===== src/common/ssp_defs.vh =====
// shared constants of the synthesizer serial programming port
`ifndef SSP_DEFS_VH
`define SSP_DEFS_VH

// ----------------------------------------
// transfer lengths that select a register
// ----------------------------------------
`define SSP_LEN_CFG        6'd8
`define SSP_LEN_REF        6'd16
`define SSP_LEN_LOOP       6'd24

// ----------------------------------------
// field positions
// ----------------------------------------
`define SSP_CFG_PORT_BIT   1
`define SSP_CFG_DRAIN_BIT  0
`define SSP_REF_CNT_MSB    12
`define SSP_REF_MODE_LSB   13
`define SSP_LOOP_SEL_HI    23
`define SSP_LOOP_SEL_LO    22
`define SSP_LOOP_A_MSB     5
`define SSP_LOOP_N_LSB     6
`define SSP_LOOP_N_MSB     17

// ----------------------------------------
// reset values and output selections
// ----------------------------------------
`define SSP_CFG_RESET      8'h00
`define SSP_REF_RESET      16'h0000
`define SSP_LOOP_RESET     24'h400000
`define SSP_SEL_PORT       2'h0
`define SSP_SEL_DOUT       2'h1
`define SSP_SEL_VCO        2'h2
`define SSP_SEL_REF        2'h3
`define SSP_PRESCALE       7'd64
`define SSP_REF_MIN        13'd5

`endif


===== src/hdl/ssp_sync2.v =====
// two flip-flop synchroniser for one pin level
`timescale 1ns/10ps
module ssp_sync2 #(
    parameter [0:0] RESET_LEVEL = 1'b0
) (
    // clock and reset
    input  wire clk_in,
    input  wire rst_n_in,
    // level in and out
    input  wire level_in,
    output wire level_out
);
    reg meta_reg;
    reg sync_reg;

    // first stage only feeds the second; reset to the pin's idle level so release shows no false edge
    always @(posedge clk_in) begin
        if (!rst_n_in) begin
            meta_reg <= RESET_LEVEL;
            sync_reg <= RESET_LEVEL;
        end else begin
            meta_reg <= level_in;
            sync_reg <= meta_reg;
        end
    end

    assign level_out = sync_reg;
endmodule // ssp_sync2


===== src/hdl/ssp_serial_port.v =====
// serial programming port with its register file and output a / b selection
// Operation
// - data sampled on rising shift clock, most significant bit first
// - bit count 8, 16, 24 picks config, reference buffer or divider
// - registers change only on the enable low-to-high edge
// - reference low 13 bits double-buffered; top 3 mode bits act at once
// - divider transfer copies first reference buffer into the second
// - enable pulse with no clocks copies first reference buffer to second
// - no address bits; any register order allowed
// - data out is end of 24.5-stage shifter, changing on falling clock
// - enable high blocks shifting and holds the port initialised
// - no enable change while clock high; resync when enable high, clock low
// - top two divider bits select output a source
// - reference pulse idles low, once per 13-bit count; ratio 1 passes through
// - vco pulse idles low from 12-stage n counter; ratio n*64+a
// - after power-up output a is serial data out
// - port mode drives output a from the port level bit
// - output b pulls low when drain bit is 0, floats when 1
// - power-on reset pulls output b low
`timescale 1ns/10ps
`include "ssp_defs.vh"
module ssp_serial_port #(
    parameter CNT_W = 6
) (
    // clock and reset
    input  wire        clk_in,
    input  wire        rst_n_in,
    // serial programming pins (asynchronous)
    input  wire        serial_data_in,
    input  wire        shift_clk_in,
    input  wire        transfer_enable_n_in,
    // reference and rf input edges, one-cycle pulses from same-clock logic
    input  wire        ref_tick_in,
    input  wire        rf_tick_in,
    // output a and open-drain output b
    output reg         output_a_out,
    output wire        output_b_out,
    output wire        output_b_oe_n_out,
    // register contents for the rest of the synthesizer
    output reg  [7:0]  config_byte_out,
    output reg  [15:0] ref_divider_out,
    output reg  [23:0] loop_divider_out,
    output reg  [12:0] ref_count_ratio_out,
    output reg         ref_divided_pulse_out,
    output reg         vco_divided_pulse_out
);
    // ----------------------------------------
    // pin synchronisers
    // ----------------------------------------
    wire din_s;
    wire sclk_s;
    wire en_n_s;

    // data, clock and enable share one delay, so setup seen at the pins survives the crossing
    ssp_sync2 u_sync_din (
        .clk_in    (clk_in),
        .rst_n_in  (rst_n_in),
        .level_in  (serial_data_in),
        .level_out (din_s)
    );

    ssp_sync2 u_sync_clk (
        .clk_in    (clk_in),
        .rst_n_in  (rst_n_in),
        .level_in  (shift_clk_in),
        .level_out (sclk_s)
    );

    ssp_sync2 #(.RESET_LEVEL(1'b1)) u_sync_enb (
        .clk_in    (clk_in),
        .rst_n_in  (rst_n_in),
        .level_in  (transfer_enable_n_in),
        .level_out (en_n_s)
    );

    // ----------------------------------------
    // edge detection
    // ----------------------------------------
    reg sclk_d_reg;
    reg en_n_d_reg;
    reg synced_reg;   // cleared by enable change while clock high

    // enable and clock start idle (high / low) so reset does not look like an edge
    always @(posedge clk_in) begin
        if (!rst_n_in) begin
            sclk_d_reg <= 1'b0;
            en_n_d_reg <= 1'b1;
        end else begin
            sclk_d_reg <= sclk_s;
            en_n_d_reg <= en_n_s;
        end
    end

    // edges come from the second synchroniser stage only; the delayed copy adds one cycle
    // hazard: a clock phase shorter than one system cycle can be missed entirely
    wire sclk_rise = sclk_s & ~sclk_d_reg;
    wire sclk_fall = ~sclk_s & sclk_d_reg;
    wire en_rise   = en_n_s & ~en_n_d_reg;
    wire en_change = en_n_s ^ en_n_d_reg;

    // ----------------------------------------
    // shifter and bit counter
    // ----------------------------------------
    reg  [23:0]      shift_reg;
    reg  [CNT_W-1:0] count_reg;
    reg              half_stage_reg;   // the extra half stage for data out
    reg              any_clk_reg;

    // resync: an enable change with clock high drops sync until enable high and clock low
    always @(posedge clk_in) begin
        if (!rst_n_in) begin
            synced_reg <= 1'b1;
        end else if (en_change && sclk_s) begin
            synced_reg <= 1'b0;
        end else if (en_n_s && !sclk_s) begin
            synced_reg <= 1'b1;
        end
    end

    // shifting only while enable low; enable high clears the count and holds the half stage still
    // limitation: a stream longer than 24 bits keeps only its last 24 bits
    // the count saturates, so a very long stream can never wrap back to 8, 16 or 24
    always @(posedge clk_in) begin
        if (!rst_n_in) begin
            shift_reg      <= 24'h000000;
            count_reg      <= {CNT_W{1'b0}};
            half_stage_reg <= 1'b0;
            any_clk_reg    <= 1'b0;
        end else if (en_n_s || !synced_reg) begin
            count_reg   <= {CNT_W{1'b0}};
            any_clk_reg <= 1'b0;
        end else begin
            if (sclk_rise) begin
                shift_reg   <= {shift_reg[22:0], din_s};
                any_clk_reg <= 1'b1;
                if (count_reg != {CNT_W{1'b1}}) begin
                    count_reg <= count_reg + {{(CNT_W-1){1'b0}}, 1'b1};
                end
            end
            if (sclk_fall) begin
                half_stage_reg <= shift_reg[23];
            end
        end
    end

    // ----------------------------------------
    // transfer length decode
    // ----------------------------------------
    localparam LOAD_NONE = 2'b00;
    localparam LOAD_CFG  = 2'b01;
    localparam LOAD_REF  = 2'b10;
    localparam LOAD_LOOP = 2'b11;

    // maps the bit count of a finished frame to the register it loads
    function [1:0] load_target;
        input [CNT_W-1:0] cnt;
        begin
            if (cnt == `SSP_LEN_CFG) begin
                load_target = LOAD_CFG;
            end else if (cnt == `SSP_LEN_REF) begin
                load_target = LOAD_REF;
            end else if (cnt == `SSP_LEN_LOOP) begin
                load_target = LOAD_LOOP;
            end else begin
                load_target = LOAD_NONE;
            end
        end
    endfunction

    // ----------------------------------------
    // register loads on the enable rising edge
    // ----------------------------------------
    // an enable edge seen while the clock is high is a framing fault and loads nothing
    wire commit = en_rise & synced_reg & ~sclk_s;

    // one-cycle commit; loads use the count and shifter from before enable rose
    always @(posedge clk_in) begin
        if (!rst_n_in) begin
            config_byte_out     <= `SSP_CFG_RESET;
            ref_divider_out     <= `SSP_REF_RESET;
            loop_divider_out    <= `SSP_LOOP_RESET;
            ref_count_ratio_out <= 13'h0000;
        end else if (commit) begin
            if (!any_clk_reg) begin
                ref_count_ratio_out <= ref_divider_out[`SSP_REF_CNT_MSB:0];
            end else begin
                case (load_target(count_reg))
                    LOAD_CFG: begin
                        config_byte_out <= shift_reg[7:0];
                    end
                    LOAD_REF: begin
                        ref_divider_out <= shift_reg[15:0];
                    end
                    LOAD_LOOP: begin
                        loop_divider_out    <= shift_reg;
                        ref_count_ratio_out <= ref_divider_out[`SSP_REF_CNT_MSB:0];
                    end
                    default: begin
                        // any other count loads nothing
                    end
                endcase
            end
        end
    end

    // ----------------------------------------
    // shared counter arithmetic
    // ----------------------------------------
    // true when one more tick reaches the ratio; a ratio of 0 wraps on every tick
    function wrap_due;
        input [18:0] cnt;
        input [18:0] ratio;
        begin
            wrap_due = (cnt + 19'h00001) >= ratio;
        end
    endfunction

    // ----------------------------------------
    // reference divider
    // ----------------------------------------
    reg [12:0] ref_cnt_reg;

    // counts reference ticks; ratio 1 passes the tick through, hazard: ratios 2..4 treated as counts
    // trade-off: unsupported ratios are counted rather than blocked, which keeps the path small
    always @(posedge clk_in) begin
        if (!rst_n_in) begin
            ref_cnt_reg           <= 13'h0000;
            ref_divided_pulse_out <= 1'b0;
        end else if (ref_count_ratio_out == 13'h0001) begin
            ref_cnt_reg           <= 13'h0000;
            ref_divided_pulse_out <= ref_tick_in;
        end else if (ref_tick_in) begin
            if (wrap_due({6'h00, ref_cnt_reg}, {6'h00, ref_count_ratio_out})) begin
                ref_cnt_reg           <= 13'h0000;
                ref_divided_pulse_out <= 1'b1;
            end else begin
                ref_cnt_reg           <= ref_cnt_reg + 13'h0001;
                ref_divided_pulse_out <= 1'b0;
            end
        end else begin
            ref_divided_pulse_out <= 1'b0;
        end
    end

    // ----------------------------------------
    // loop divider: total ratio n*64+a
    // ----------------------------------------
    wire [11:0] n_val = loop_divider_out[`SSP_LOOP_N_MSB:`SSP_LOOP_N_LSB];
    wire [5:0]  a_val = loop_divider_out[`SSP_LOOP_A_MSB:0];
    wire [18:0] vco_ratio = {n_val, 7'h00} - {1'b0, n_val, 6'h00} + {13'h0000, a_val};
    reg  [18:0] vco_cnt_reg;

    // one counter stands for prescaler, a and n counters; needs n >= a from the host
    // limitation: only the overall ratio is kept, not the edge timing of a swallow scheme
    // a new ratio takes effect at the next wrap or sooner, never mid-way back to zero
    always @(posedge clk_in) begin
        if (!rst_n_in) begin
            vco_cnt_reg           <= 19'h00000;
            vco_divided_pulse_out <= 1'b0;
        end else if (rf_tick_in) begin
            if (wrap_due(vco_cnt_reg, vco_ratio)) begin
                vco_cnt_reg           <= 19'h00000;
                vco_divided_pulse_out <= 1'b1;
            end else begin
                vco_cnt_reg           <= vco_cnt_reg + 19'h00001;
                vco_divided_pulse_out <= 1'b0;
            end
        end else begin
            vco_divided_pulse_out <= 1'b0;
        end
    end

    // ----------------------------------------
    // output a selection and output b
    // ----------------------------------------
    wire [1:0] out_sel = {loop_divider_out[`SSP_LOOP_SEL_HI], loop_divider_out[`SSP_LOOP_SEL_LO]};

    reg out_a_next;

    // source for output a, picked by the top two divider bits
    always @* begin
        case (out_sel)
            `SSP_SEL_REF:  out_a_next = ref_divided_pulse_out;
            `SSP_SEL_VCO:  out_a_next = vco_divided_pulse_out;
            `SSP_SEL_DOUT: out_a_next = half_stage_reg;
            `SSP_SEL_PORT: out_a_next = config_byte_out[`SSP_CFG_PORT_BIT];
            default:       out_a_next = 1'b0;
        endcase
    end

    // registered so output a is glitch free; it lags its source by one cycle
    always @(posedge clk_in) begin
        if (!rst_n_in) begin
            output_a_out <= 1'b0;
        end else begin
            output_a_out <= out_a_next;
        end
    end

    // open drain: enable low pulls the pin low; reset value of drain bit is 0
    // the pin is never driven high; an outside pull-up supplies the high level
    assign output_b_out      = 1'b0;
    assign output_b_oe_n_out = config_byte_out[`SSP_CFG_DRAIN_BIT];
endmodule // ssp_serial_port


===== config.mk =====
export PLATFORM = sky130hd
export DESIGN_NAME = ssp_serial_port
export DESIGN_NICKNAME = d
export VERILOG_FILES = /design/src/hdl/ssp_sync2.v /design/src/hdl/ssp_serial_port.v
export VERILOG_INCLUDE_DIRS = /design/src /design/src/common
export SDC_FILE = /design/constraint.sdc
export NUM_CORES = 1
export LEC_CHECK = 0
export ABC_CLOCK_PERIOD_IN_PS = 7300
export BUFFER_PORTS_ARGS = -buffer_cell sky130_fd_sc_hd__buf_2
export CAP_MARGIN = 25
export CORE_ASPECT_RATIO = 0.6
export CORE_MARGIN = 4
export CORE_UTILIZATION = 60
export CTS_BUF_LIST = sky130_fd_sc_hd__clkbuf_8
export CTS_CLUSTER_SIZE = 10
export DETAILED_ROUTE_END_ITERATION = 16
export PLACE_DENSITY = 0.82
export RECOVER_POWER = 100
export SETUP_SLACK_MARGIN = 0.4
export SLEW_MARGIN = 20
export SYNTH_ARGS = -nofsm -noshare
export SYNTH_HDL_FRONTEND = slang
export SYNTH_SLANG_ARGS = --single-unit

===== constraint.sdc =====
create_clock -name clk_in -period 7.3 [get_ports clk_in]
set_input_delay 0.365 -clock clk_in [delete_from_list [all_inputs] [get_ports clk_in]]
set_output_delay 0.365 -clock clk_in [all_outputs]
set_load 0.005 [all_outputs]

==> Implementation_results.wiki <==
{| class="wikitable"
! Metric !! Value
|-
| Result of the run || finished, violations left
|-
| Failing checks || max-capacitance violations, max-slew violations
|-
| Routed wire length || ~16 mm
|-
| R2R Setup Slk || between 3 and 4 ns
|-
| Yosys top cell by area || dfxtp_1
|-
| Critical path startpoint category || input pin
|-
| Fin nets || around 900
|-
| Source of the critical timing path || rst_n_in
|-
| Share of the clock period used by the worst path || between 60% and 70%
|-
| Share of the synthesized area in the top cell type || 39.3%
|-
| Synthesized area divided by synthesized cell count || roughly 9 um^2
|-
| Largest net degree at the start of global routing || between 100 and 150
|-
| Syn Inst Count || roughly 800
|-
| Unrepaired setup endpoints after global routing || no
|-
| Post-cts gate resize count || 0
|-
| Buffers added on ports || 71
|-
| Final Wtd Congestion || 0.904
|-
| Required time of the critical path || 7.66 ns
|-
| Worst reg-to-reg path cell count || 15
|-
| Leakage dissipation || 3.19 nW
|-
| Via count normalized by instance count || around 5.7
|-
| Worst slack, placed || 3.15 ns
|-
| Proportion of synthesized flip-flops having asynchronous set or reset || 0%
|-
| Highest achievable clock rate || about 230 MHz
|-
| Kind of critical path || in2reg
|-
| Worst Setup End Kind || flip-flop
|-
| Most frequent cells after synthesis || dfxtp_1, nand2_1, ha_1
|-
| DRC viols || 0
|-
| Layout area overhead || 10.4%
|-
| Total of warnings raised by yosys || 0
|-
| Hold Path Depth || 2
|-
| Final worst clock skew || about 0.008 ns
|-
| Core footprint || between 10000 and 15000 um^2
|-
| Routed length per placed instance || roughly 16 um
|-
| Net count after synthesis || around 850
|-
| Inserted Clock Buffers || 17
|-
| Clock insertion delay at the later pin of the skew report || between 0.4 and 0.5 ns
|-
| Max-Slew Margin vs Limit || -149%
|-
| Count of final max-slew check failures || about 110
|-
| Commonest register cell after synthesis || dfxtp_1
|-
| Clock edge transition at the registers on the reported setup and hold paths || roughly 0.09 ns
|-
| Final setup fails || 0
|-
| Overall via count from detail_route || ~5800
|-
| All-Layer GR Usage || 24.1%
|-
| Clock Sink Count || about 140
|-
| Hold path start || transfer_enable_n_in
|-
| Final critical delay including setup and external delays || 4.41 ns
|-
| Number of enable-type register cells in the synthesized netlist || 0
|-
| Critical path data arrival time || between 4 and 5 ns
|-
| Number of unique standard cell types used by synthesis || between 50 and 60
|-
| Aggregate negative setup slack || 0 ns
|-
| Main area contributors after synthesis || dfxtp_1, ha_1, nand2_1, mux2i_1, a21boi_0
|-
| Setup Buffers After CTS || 0
|-
| Quantity of hold-fixing buffers added after cts || 0
|-
| Antenna diode count || 0
|-
| Most frequently used cell type in the post-synthesis netlist || dfxtp_1
|-
| Critical register-to-register path startpoint || loop_divider_out[6]$_SDFFE_PN0P_
|-
| Final hold violation count || 0
|-
| Number of placed I/O pins || 73
|-
| Number of antenna violations at the first check in global routing || 0
|-
| Via count of the first global-routing pass || around 5400
|-
| Wire length of the first global-routing pass || approximately 27 mm
|-
| Terminus of the critical flop-to-flop path || vco_cnt_reg[8]$_SDFFE_PN0P_
|-
| TritonCTS clock tree || done
|-
| Detailed-router iteration count before antenna repair || 5
|-
| Count of max-cap constraint violations || 1
|-
| Die width || 147 um
|-
| Ratio of cells with drive above 1 in the final layout || under 10%
|-
| Effective utilization at floorplan || 61.6%
|-
| Number of H-tree levels || 4
|-
| Die height || 91.5 um
|-
| Actual slew at the worst max-slew pin || between 3 and 4 ns
|-
| ANT nets after route || 0
|-
| Maximum buffer depth of the clock tree || 2
|-
| Power density relative to cell area || approximately 180 nW/um^2
|-
| Row count || 30
|-
| Cell area after technology mapping || 6980 um^2
|-
| Die area || 13500 um^2
|-
| Endpoint of the worst hold-timing path || u_sync_enb.meta_reg$_SDFF_PN1_
|-
| Critical-path maximum fanout || 110
|-
| Power Total || about 1.4 mW
|-
| Post-detailed-placement half-perimeter wirelength || 11.6 mm
|-
| Root Driver || clkbuf_8
|-
| Hold crit path type || in2reg
|-
| Register area share after synthesis || 39.3%
|-
| Flip-flop and latch count after synthesis || between 100 and 150
|-
| Grt total ovfl || 0
|-
| Final setup slack of the worst path || around 2.9 ns
|-
| Iter 0 DRT Violations || 440
|-
| Peak ir drop on the vdd network || 122 uV
|}
==> power by group <==
group | internal, mW | leakage, nW | switching [mW]
registers | 0.749 | 1.11 | 0.00132
clock network | 0.249 | 0.181 | 0.337
logic | 0.0150 | 1.91 | 0.0180
==> stage by stage <==
| stage | utilization (%) | cells | hold WS, ns | cell area (um^2) |
|---|---|---|---|---|
| after CTS | 68.3 | 1020 | 0.0785 | 7740 |
| after global placement | 65.0 | 988 | 0.391 | 7370 |
| after floorplan | - | 796 | 0.386 | 6980 |
| final | 68.0 | 1021 | 0.0962 | 7710 |
| after detailed placement | 65.0 | 988 | 0.395 | 7370 |
| after global routing | 68.0 | 1021 | 0.0796 | 7710 |
==> critical path: stages <==
cell and delay [ns]:
buf_2 0.07, clkbuf_1 2.60, nor2b_1 1.23, a41oi_1 0.18, o2bb2ai_1 0.30
==> cell families after synthesis <==
group	count (synthesis)	share of synthesized area, %
simple gates	292	20.2
other cells	1	0.0537
buf+inv	87	5.09
mux	41	6.06
fa+ha+maj	49	8.79
flops	137	39.3
xor+xnor	39	4.90
compound gates	150	15.6
==> layer usage <==
layer,up-vias,part of all wire (%),global-route usage (%),wire length (um)
li1,2836,-,-,-
met1,2751,49,35.0,7950
met2,193,43,36.8,6960
met3,21,6.5,4.39,1050
met4,0,1.0,6.90,168
met5,-,0,0,0
==> worst max-delay path by stage <==
stage                              endpoint  slack [ns]  cells past startpoint
3_5_place_dp    vco_cnt_reg[1]$_SDFFE_PN0P_        3.15                     15
5_1_grt         vco_cnt_reg[7]$_SDFFE_PN0P_        2.32                      5
3_3_place_gp    vco_cnt_reg[1]$_SDFFE_PN0P_        3.28                     15
2_1_floorplan  vco_cnt_reg[18]$_SDFFE_PN0P_        3.94                     17
6_report        vco_cnt_reg[7]$_SDFFE_PN0P_        2.89                      5
4_1_cts         vco_cnt_reg[8]$_SDFFE_PN0P_        3.13                     15
==> cell type report <==
cell class	instances	area (um^2)
Multi-Input combinational cell	572	3880
Fill cell	928	3630
Sequential cell	137	2740
Timing Repair Buffer	75	349
Clock buffer	17	234
Tap cell	160	200
Inverter	45	169
Clock inverter	15	131
==> cell usage in the layout (no fill, tap or decap), types with 19 or more instances in the layout <==
cell      synthesis  routed
buf_2             5      39
nor2b_1          42      42
inv_1            45      45
dfxtp_1         137     137
nand3_1          23      23
nand2_1         127     127
a22o_1           19      19
mux2i_1          40      40
a21boi_0         48      48
clkbuf_1         33      33
nor2_1           35      35
xor2_1           20      20
ha_1             49      49
xnor2_1          19      19
Note: power is estimated with default switching activity, not from simulation.
